[config.mk]
export PLATFORM = sky130hd
export DESIGN_NAME = uotg_irq_core
export DESIGN_NICKNAME = d
export VERILOG_FILES = /design/src/shared/uotg_pkg.sv /design/src/shared/uotg_line_if.sv /design/src/design/uotg_line_det.sv /design/src/design/uotg_irq_core.sv
export VERILOG_INCLUDE_DIRS = /design/src /design/src/shared
export SDC_FILE = /design/constraint.sdc
export NUM_CORES = 1
export LEC_CHECK = 0
export BUFFER_PORTS_ARGS = -buffer_cell sky130_fd_sc_hd__buf_2
export CAP_MARGIN = 20
export CELL_PAD_IN_SITES_DETAIL_PLACEMENT = 1
export CELL_PAD_IN_SITES_GLOBAL_PLACEMENT = 1
export CORE_MARGIN = 3
export CORE_UTILIZATION = 39
export DETAILED_ROUTE_END_ITERATION = 10
export PLACE_DENSITY_LB_ADDON = 0.1
export SLEW_MARGIN = 20
export SYNTH_ARGS = -nofsm -noshare
export SYNTH_HDL_FRONTEND = slang
export SYNTH_SLANG_ARGS = --single-unit
[constraint.sdc]
create_clock -name hclk -period 1.9 [get_ports hclk]
set_clock_uncertainty 0.1 [all_clocks]
set_input_delay 0.19 -clock hclk [delete_from_list [all_inputs] [get_ports hclk]]
set_output_delay 0.19 -clock hclk [all_outputs]
set_load 0.02 [all_outputs]
[src/shared/uotg_regs.svh]
// register map, field masks and timing counts of the usb interrupt flag block
// assumes a 25 MHz bus clock and 32-bit word-aligned registers
`ifndef UOTG_REGS_SVH
`define UOTG_REGS_SVH

// ----------------------------------------------------------------
// register byte offsets
// ----------------------------------------------------------------
`define UOTG_OFF_OTG_IR 32'h0000_0000
`define UOTG_OFF_OTG_IE 32'h0000_0004
`define UOTG_OFF_USB_IR 32'h0000_0008
`define UOTG_OFF_USB_IE 32'h0000_000c
`define UOTG_OFF_ERR_IE 32'h0000_0010

// ----------------------------------------------------------------
// register indices after decode
// ----------------------------------------------------------------
`define UOTG_IDX_OTG_IR 3'h0
`define UOTG_IDX_OTG_IE 3'h1
`define UOTG_IDX_USB_IR 3'h2
`define UOTG_IDX_USB_IE 3'h3
`define UOTG_IDX_ERR_IE 3'h4
`define UOTG_IDX_NONE 3'h7

// ----------------------------------------------------------------
// implemented bits and field positions
// ----------------------------------------------------------------
`define UOTG_OTG_MASK 8'hfd
`define UOTG_ERR_MASK 8'hbf
`define UOTG_USB_W1C_MASK 8'hfd
`define UOTG_HOST_ONLY 8'h40
`define UOTG_B_ATTACH 6
`define UOTG_B_RESUME 5
`define UOTG_B_TOKEN 3
`define UOTG_B_ERRSUM 1
`define UOTG_RST_BYTE 8'h00

// ----------------------------------------------------------------
// line states on {dp, dm}
// ----------------------------------------------------------------
`define UOTG_LINE_DIFF1 2'h2
`define UOTG_LINE_DIFF0 2'h1
`define UOTG_LINE_SE0 2'h0

// ----------------------------------------------------------------
// timing
// ----------------------------------------------------------------
`define UOTG_CLK_HZ 25000000
`define UOTG_T_SHORT_NS 2500
`define UOTG_T_STABLE_US 1000
`define UOTG_T_IDLE_US 3000
`define UOTG_CYC_SHORT 17'((`UOTG_T_SHORT_NS * (`UOTG_CLK_HZ / 1000000) + 999) / 1000)
`define UOTG_CYC_STABLE 17'(`UOTG_T_STABLE_US * (`UOTG_CLK_HZ / 1000000))
`define UOTG_CYC_IDLE 17'(`UOTG_T_IDLE_US * (`UOTG_CLK_HZ / 1000000))

`endif

[src/shared/uotg_pkg.sv]
// types of the usb interrupt flag block
// assumes the constants of uotg_regs.svh
package uotg_pkg;

	// ----------------------------------------------------------------
	// bus data phase
	// ----------------------------------------------------------------
	typedef enum logic [1:0] {
		UOTG_PH_IDLE,
		UOTG_PH_WRITE,
		UOTG_PH_READ
	} uotg_phase_t;

	// ----------------------------------------------------------------
	// state of the register core
	// ----------------------------------------------------------------
	typedef struct packed {
		uotg_phase_t phase;
		logic [2:0] widx;
		logic [7:0] otg_ir;
		logic [7:0] otg_ie;
		logic [7:0] usb_ir;
		logic [7:0] usb_ie;
		logic [7:0] err_ie;
		logic err_sum;
		logic usb_irq;
		logic otg_irq;
		logic fifo_adv;
		logic ready;
		logic resp;
		logic [31:0] rdata;
	} uotg_core_t;

	// ----------------------------------------------------------------
	// state of the line detector
	// ----------------------------------------------------------------
	typedef struct packed {
		logic [1:0] last_line;
		logic [1:0] stable_line;
		logic [4:0][16:0] cnt;
		logic [4:0] hit;
	} uotg_det_t;

endpackage

[src/shared/uotg_line_if.sv]
// conditions passed from the line detector to the register core
// assumes both ends on the same clock; every signal is a one-cycle pulse
`timescale 1ns/1ps
`default_nettype none

interface uotg_line_if;
	logic resume_hit;
	logic se0_hit;
	logic quiet_hit;
	logic idle_hit;
	logic stable_hit;

	modport detector (output resume_hit, se0_hit, quiet_hit, idle_hit, stable_hit);
	modport core (input resume_hit, se0_hit, quiet_hit, idle_hit, stable_hit);
endinterface

`default_nettype wire

[src/design/uotg_line_det.sv]
// line-state timers: resume, long se0, quiet bus, idle and stable line
// assumes dp/dm synchronous to hclk
`timescale 1ns/1ps
`default_nettype none
`include "uotg_regs.svh"

module uotg_line_det #(
	parameter logic [16:0] CYC_STABLE = `UOTG_CYC_STABLE,
	parameter logic [16:0] CYC_IDLE = `UOTG_CYC_IDLE
) (
	// clock and reset
	input wire logic hclk,
	input wire logic hresetn,
	// bus line levels
	input wire logic line_dp,
	input wire logic line_dm,
	input wire logic low_speed,
	// detected conditions
	uotg_line_if.detector det
);
	import uotg_pkg::*;

	uotg_det_t st;
	uotg_det_t next_st;
	logic [1:0] line;
	logic se0;
	logic kst;
	logic jst;
	logic same;
	logic [4:0] run;
	logic [4:0][16:0] lim;

	// saturating run counter, cleared when the condition drops
	function automatic logic [16:0] uotg_count(input logic [16:0] cur, input logic go,
			input logic [16:0] top);
		if (!go) begin
			return 17'h00000;
		end else if (cur == top) begin
			return cur;
		end
		return cur + 17'h00001;
	endfunction

	// ----------------------------------------------------------------
	// detectors
	// ----------------------------------------------------------------
	// slot 0 k-state, 1 se0, 2 quiet non-se0, 3 idle j-state, 4 stable line
	always_comb begin
		line = {line_dp, line_dm};
		se0 = line == `UOTG_LINE_SE0;
		kst = low_speed ? (line == `UOTG_LINE_DIFF1) : (line == `UOTG_LINE_DIFF0);
		jst = low_speed ? (line == `UOTG_LINE_DIFF0) : (line == `UOTG_LINE_DIFF1);
		same = line == st.last_line;
		run = {same, jst, ~se0 & same, se0, kst};
		lim = {CYC_STABLE, CYC_IDLE, `UOTG_CYC_SHORT, `UOTG_CYC_SHORT, `UOTG_CYC_SHORT};
		next_st = st;
		next_st.last_line = line;
		for (int i = 0; i < 5; i++) begin
			next_st.cnt[i] = uotg_count(st.cnt[i], run[i], lim[i]);
			next_st.hit[i] = run[i] && (st.cnt[i] == lim[i] - 17'h00001);
		end
		next_st.hit[4] = next_st.hit[4] && (line != st.stable_line);
		if (next_st.hit[4]) begin
			next_st.stable_line = line;
		end
	end

	// state register
	always_ff @(posedge hclk or negedge hresetn) begin
		if (!hresetn) begin
			st <= '0;
		end else begin
			st <= next_st;
		end
	end

	// pulses out
	assign det.resume_hit = st.hit[0];
	assign det.se0_hit = st.hit[1];
	assign det.quiet_hit = st.hit[2];
	assign det.idle_hit = st.hit[3];
	assign det.stable_hit = st.hit[4];
endmodule

`default_nettype wire

[src/design/uotg_irq_core.sv]
// usb otg interrupt flags and enables behind an ahb-lite slave
// assumes event inputs are one-cycle pulses synchronous to hclk
//
// Chosen here: register access over AHB-Lite and the address map.
`timescale 1ns/1ps
`default_nettype none
`include "uotg_regs.svh"

module uotg_irq_core #(
	parameter logic [16:0] CYC_STABLE = `UOTG_CYC_STABLE,
	parameter logic [16:0] CYC_IDLE = `UOTG_CYC_IDLE
) (
	// clock and reset
	input wire logic hclk,
	input wire logic hresetn,
	// ahb-lite slave
	input wire logic hsel,
	input wire logic [31:0] haddr,
	input wire logic [1:0] htrans,
	input wire logic hwrite,
	input wire logic [2:0] hsize,
	input wire logic [31:0] hwdata,
	input wire logic hready,
	output logic [31:0] hrdata,
	output logic hreadyout,
	output logic hresp,
	// mode and line
	input wire logic host_mode,
	input wire logic low_speed,
	input wire logic line_dp,
	input wire logic line_dm,
	// events from the packet engine and otg logic
	input wire logic stall_sent,
	input wire logic token_done,
	input wire logic sof_rx,
	input wire logic sof_thresh,
	input wire logic id_change,
	input wire logic ms_tick,
	input wire logic bus_activity,
	input wire logic sess_valid_chg,
	input wire logic sess_end_chg,
	input wire logic vbus_valid_chg,
	input wire logic [7:0] err_flags,
	// requests
	output logic usb_irq,
	output logic otg_irq,
	output logic fifo_advance
);
	import uotg_pkg::*;

	uotg_core_t st;
	uotg_core_t next_st;
	uotg_line_if lif ();
	logic take;
	logic wr;
	logic [2:0] aidx;
	logic [7:0] usb_set;
	logic [7:0] otg_set;
	logic [7:0] wbyte;
	logic [7:0] rd;

	// ----------------------------------------------------------------
	// helpers
	// ----------------------------------------------------------------
	// byte address to register index
	function automatic logic [2:0] uotg_decode(input logic [31:0] a);
		if (a == `UOTG_OFF_OTG_IR) begin
			return `UOTG_IDX_OTG_IR;
		end else if (a == `UOTG_OFF_OTG_IE) begin
			return `UOTG_IDX_OTG_IE;
		end else if (a == `UOTG_OFF_USB_IR) begin
			return `UOTG_IDX_USB_IR;
		end else if (a == `UOTG_OFF_USB_IE) begin
			return `UOTG_IDX_USB_IE;
		end else if (a == `UOTG_OFF_ERR_IE) begin
			return `UOTG_IDX_ERR_IE;
		end
		return `UOTG_IDX_NONE;
	endfunction

	// status as software sees it in the current mode
	function automatic logic [7:0] uotg_usb_view(input logic [7:0] ir, input logic es,
			input logic host);
		logic [7:0] v;
		v = ir;
		v[`UOTG_B_ERRSUM] = es;
		if (!host) begin
			v = v & ~`UOTG_HOST_ONLY;
		end
		return v;
	endfunction

	// enables as software sees them in the current mode
	function automatic logic [7:0] uotg_ie_view(input logic [7:0] ie, input logic host);
		return host ? ie : (ie & ~`UOTG_HOST_ONLY);
	endfunction

	// ----------------------------------------------------------------
	// line detector
	// ----------------------------------------------------------------
	uotg_line_det #(
		.CYC_STABLE(CYC_STABLE),
		.CYC_IDLE(CYC_IDLE)
	) u_det (
		.hclk(hclk),
		.hresetn(hresetn),
		.line_dp(line_dp),
		.line_dm(line_dm),
		.low_speed(low_speed),
		.det(lif.detector)
	);

	// ----------------------------------------------------------------
	// next state
	// ----------------------------------------------------------------
	always_comb begin
		next_st = st;
		next_st.ready = 1'b1;
		next_st.fifo_adv = 1'b0;
		// hardware set sources per flag position
		usb_set = {stall_sent & ~host_mode,
			host_mode & lif.quiet_hit,
			lif.resume_hit,
			lif.idle_hit,
			token_done,
			host_mode ? sof_thresh : sof_rx,
			1'b0,
			lif.se0_hit};
		otg_set = {id_change, ms_tick, lif.stable_hit, bus_activity, sess_valid_chg,
			sess_end_chg, 1'b0, vbus_valid_chg};
		wr = st.phase == UOTG_PH_WRITE;
		wbyte = hwdata[7:0];
		// flags only ever gain bits from hardware
		next_st.usb_ir = st.usb_ir | usb_set;
		next_st.otg_ir = st.otg_ir | otg_set;
		// data phase write; set wins over clear
		if (wr) begin
			if (st.widx == `UOTG_IDX_OTG_IR) begin
				next_st.otg_ir = (st.otg_ir & ~(wbyte & `UOTG_OTG_MASK)) | otg_set;
			end else if (st.widx == `UOTG_IDX_OTG_IE) begin
				next_st.otg_ie = wbyte & `UOTG_OTG_MASK;
			end else if (st.widx == `UOTG_IDX_USB_IR) begin
				next_st.usb_ir = (st.usb_ir & ~(wbyte & `UOTG_USB_W1C_MASK)) | usb_set;
				next_st.fifo_adv = wbyte[`UOTG_B_TOKEN] & st.usb_ir[`UOTG_B_TOKEN];
			end else if (st.widx == `UOTG_IDX_USB_IE) begin
				next_st.usb_ie = uotg_ie_view(wbyte, host_mode);
			end else if (st.widx == `UOTG_IDX_ERR_IE) begin
				next_st.err_ie = wbyte & `UOTG_ERR_MASK;
			end
		end
		// error summary follows enabled error flags only
		next_st.err_sum = |(err_flags & st.err_ie & `UOTG_ERR_MASK);
		// requests
		next_st.usb_irq = |(uotg_usb_view(st.usb_ir, st.err_sum, host_mode)
			& uotg_ie_view(st.usb_ie, host_mode));
		next_st.otg_irq = |(st.otg_ir & st.otg_ie);
		// address phase
		take = hsel & htrans[1] & hready;
		aidx = uotg_decode(haddr);
		rd = `UOTG_RST_BYTE;
		if (aidx == `UOTG_IDX_OTG_IR) begin
			rd = st.otg_ir;
		end else if (aidx == `UOTG_IDX_OTG_IE) begin
			rd = st.otg_ie;
		end else if (aidx == `UOTG_IDX_USB_IR) begin
			rd = uotg_usb_view(st.usb_ir, st.err_sum, host_mode);
		end else if (aidx == `UOTG_IDX_USB_IE) begin
			rd = uotg_ie_view(st.usb_ie, host_mode);
		end else if (aidx == `UOTG_IDX_ERR_IE) begin
			rd = st.err_ie;
		end
		if (take && hwrite) begin
			next_st.phase = UOTG_PH_WRITE;
			next_st.widx = aidx;
		end else if (take) begin
			next_st.phase = UOTG_PH_READ;
			next_st.rdata = {24'h000000, rd};
		end else begin
			next_st.phase = UOTG_PH_IDLE;
		end
	end

	// ----------------------------------------------------------------
	// state register
	// ----------------------------------------------------------------
	// everything clears at reset
	always_ff @(posedge hclk or negedge hresetn) begin
		if (!hresetn) begin
			st <= '0;
		end else begin
			st <= next_st;
		end
	end

	// outputs straight from the state register
	assign hrdata = st.rdata;
	assign hreadyout = st.ready;
	assign hresp = st.resp;
	assign usb_irq = st.usb_irq;
	assign otg_irq = st.otg_irq;
	assign fifo_advance = st.fifo_adv;
endmodule

`default_nettype wire

==> out/qor.log <==
qor: cts.clock_sink_count 148
qor: synthesis.post_synthesis_adder_cell_area_fraction 1.67%
qor: cts.cts_buffers 17
qor: power.power.static_leakage 0.00412 µW
qor: timing.timing.max_slew.rel_slack 59.8%
qor: final_layout.nNetsFinal 1023
qor: synthesis.synth_area_leader dfrtp_1
qor: cts.clkSlewWorstSetupHoldPaths 0.06 ns
qor: timing.report.final.slew_viol_count 0
qor: drt.routed_wl 19900 µm
qor: synthesis.post_synth_most_frequent_cells 148 x dfrtp_1, 94 x nor2_1, 67 x nand2_1
qor: grt.first_global_vias 6730
qor: flow_run.max_cap_viols 0
qor: floorplan.dieArea 20900 µm²
qor: cts.clock-root-buffer clkbuf_16
qor: synthesis.share_of_synthesized_registers_carrying_an_async_set_or_reset 100%
qor: synthesis.synth_simple_gate_area_share 23.3%
qor: drt.via_count 6231
qor: floorplan.die-width 145 µm
qor: timing.min_period_over_period 96.7%
qor: timing.period_needed 1.84 ns
qor: final_layout.antenna-diode-count 0
qor: synthesis.yosysWarnings 0
qor: synthesis.post_synth_num_cell_types 53
qor: critical_path.rr_startpoint u_det.st[84]
qor: placement.place.gp.congestion 0.814
qor: synthesis.yosysSeqAreaShare 49.5%
qor: synthesis.number_of_flops_mapped_to_enable_cells_by_yosys 0
qor: synthesis.post_synth.cell_area_avg 9.85 µm²
qor: grt.grt_use_total 19.8%
qor: synthesis.dominant_combinational_cell_family_by_area_after_synthesis simple AND/OR/NAND/NOR gates
qor: placement.dp_slack -0.184 ns
qor: synthesis.netlist_instances 760
qor: power.vdd.ir_drop.worst 636 µV
qor: synthesis.yosys.area_share.xor_xnor 8.08%
qor: timing.achievable-frequency 0.544 GHz
qor: cts.insertion_delay 0.42 ns
qor: worst_hold_path.number_of_cells_on_the_worst_hold_path 3
qor: critical_path.start_kind flop
qor: power.cellPowerDensity 822 nW/µm²
qor: floorplan.placeableCoreArea 18800 µm²
qor: placement.hpwlAfterDp 14400 µm
qor: critical_path.arrival 2.04 ns
qor: critical_path.timing.critical_path.to_type flop
qor: synthesis.synth.most_common_cell dfrtp_1
qor: timing.report.final.hold_viol_count 0
qor: synthesis.synth_compound_area_share 8.19%
qor: outcome.outcome finished, final reports clean
qor: timing.setup_viol_count_final 0
qor: worst_hold_path.hp-class input port to flop
qor: cts.clock_tree_from_tritoncts done
qor: placement.count_of_input_and_output_buffers 78
qor: drt.drcViolationCount 0
qor: critical_path.crit_fanout 3
qor: critical_path.worst_ep_required_time 2.10 ns
qor: floorplan.floorplan_die_height 145 µm
qor: drt.first_pass_iters 4
qor: drt.avgRoutedWirePerCell 17.1 µm
qor: final_layout.drive_gt1_share 24.0%
qor: grt.grt_first_pass_wirelength 32900 µm
qor: floorplan.initial_core_util 39.9%
qor: critical_path.setup.worst_path.start u_det.st[84]
qor: grt.overflow 0
qor: worst_hold_path.holdCritStartpoint sof_rx
qor: synthesis.synth_top_area_share 49.5%
qor: grt.grt_start_max_net_pins 46
qor: synthesis.synth_area 7480 µm²
qor: drt.first_iter_violations 277
qor: synthesis.yosys_register_bits 148
qor: floorplan.num_rows 50
qor: synthesis.post_synth_mux_area_share 4.00%
qor: final_layout.area_growth_syn_to_layout 26.4%
qor: timing.final_critical_path_setup_slack 0.0620 ns
qor: critical_path.ff2ff_path_depth 5
qor: drt.drt.antenna.violating_nets 0
qor: timing.rsz_0062_raised_after_global_routing true
qor: synthesis.dominantRegCellSynth dfrtp_1
qor: cts.htree_levels 4
qor: floorplan.boundaryPins 133
qor: synthesis.ys_top_cells_by_area dfrtp_1 49%, nor2_1 4.7%, xnor2_1 4.1%
qor: timing.worst_margin_slew 0.598 ns
qor: power.totalPowerFinal 7780 µW
qor: critical_path.timing.setup.critical_path_class flop to flop
qor: grt.initial_antenna_violation_count 0
qor: cts.cts-root-to-sink-buffers 2
qor: drt.routed_via_density 5.36
-- power by group --
group	internal [µW]	switching, µW	leakage [µW]
registers	3270	94.4	0.00194
logic	263	356	0.00187
clock network	2460	1340	0.000313
-- metal layers --
layer	up-vias	track usage [%]	share of wire, %
li1	2937	-	-
met3	17	3.90	3.7
met5	-	0	0
met1	3152	23.9	43
met2	125	35.8	52
met4	0	5.40	1.2
-- final cells by class --
cell class / instances / area [µm²]
Fill cell: 2129 / 9310
Inverter: 20 / 75.1
Tap cell: 234 / 293
Multi-Input combinational cell: 568 / 3590
Timing Repair Buffer: 162 / 1130
Clock inverter: 12 / 230
Sequential cell: 148 / 3700
Clock buffer: 19 / 433
-- logic make-up (layout without fill, tap and decap cells) --
family | after synthesis | after routing
mux | 27 | 27
fa+ha+maj | 10 | 10
buf+inv | 68 | 213
flops | 148 | 148
simple gates | 343 | 343
xor+xnor | 69 | 69
compound gates | 93 | 93
other cells | 2 | 26
-- flip-flops by register name, summed over array words and instances (netlist names) --
| name | cells |
|---|---|
| usb_irq | 1 |
| otg_irq | 1 |
| u_det.det.resume_hit | 1 |
| st | 42 |
| u_det.det.quiet_hit | 1 |
| hreadyout | 1 |
| hrdata | 8 |
| u_det.st | 89 |
| u_det.det.se0_hit | 1 |
| fifo_advance | 1 |
| u_det.det.idle_hit | 1 |
| u_det.det.stable_hit | 1 |
-- path summary, 6_finish.rpt --
check | end | slack [ns]
setup / recovery | u_det.st[91] | 0.06
hold / removal | st[56] | 0.03
setup reg to reg | u_det.st[91] | 0.06
hold reg to reg | st[54] | 0.33
max in group asynchronous | u_det.st[43] | 0.93
min in group asynchronous | u_det.st[31] | 0.19
-- cell usage in the layout, fill, tap and decap left out, types with 8 or more instances in the layout --
cell / instances
inv_1: 19
nor3_1: 25
a21oi_1: 18
and3_1: 16
clkbuf_16: 17
nor2_1: 92
dfrtp_1: 147
nand4_1: 14
nor4_1: 15
nor4_2: 12
xor2_1: 34
dlygate4sd3_1: 28
and2_1: 8
buf_4: 53
a21o_1: 12
a31oi_1: 11
xnor2_1: 35
mux2_2: 23
and4_1: 8
nand2_1: 66
buf_2: 77
o21ai_0: 23
nand3_1: 49
conb_1: 26
-- critical path, stage by stage (launching register included) --
cell and delay [ns]:
dfrtp_1 0.39, nor4b_2 0.32, nand4b_1 0.17, buf_4 0.18, nor3_2 0.19, mux2_2 0.37
-- metrics by stage --
stage	hold slack, ns	instance area (µm²)	cells	TNS [ns]	utilization, %
global placement	0.0545	8380	1100	-0.872	44.7
detailed placement	0.0644	8380	1100	-1.10	44.7
CTS	0.00411	9340	1159	0	49.8
finish	0.0275	9460	1163	0	50.4
floorplan	-0.206	7570	784	0	-
global route	0.0204	9460	1163	-0.150	50.4
-- repair_timing --
| action | 4_1_cts | 5_1_grt |
|---|---|---|
| gates resized for setup | 3 | 20 |
| setup buffers | 0 | 4 |
| endpoints found under the hold margin | 99 | 0 |
| pin swaps | 1 | 5 |
| cloned | 0 | 0 |
| setup endpoints to repair | 4 | 24 |
| hold buffers | 28 | 0 |
Power figures use the tool's default switching activity.
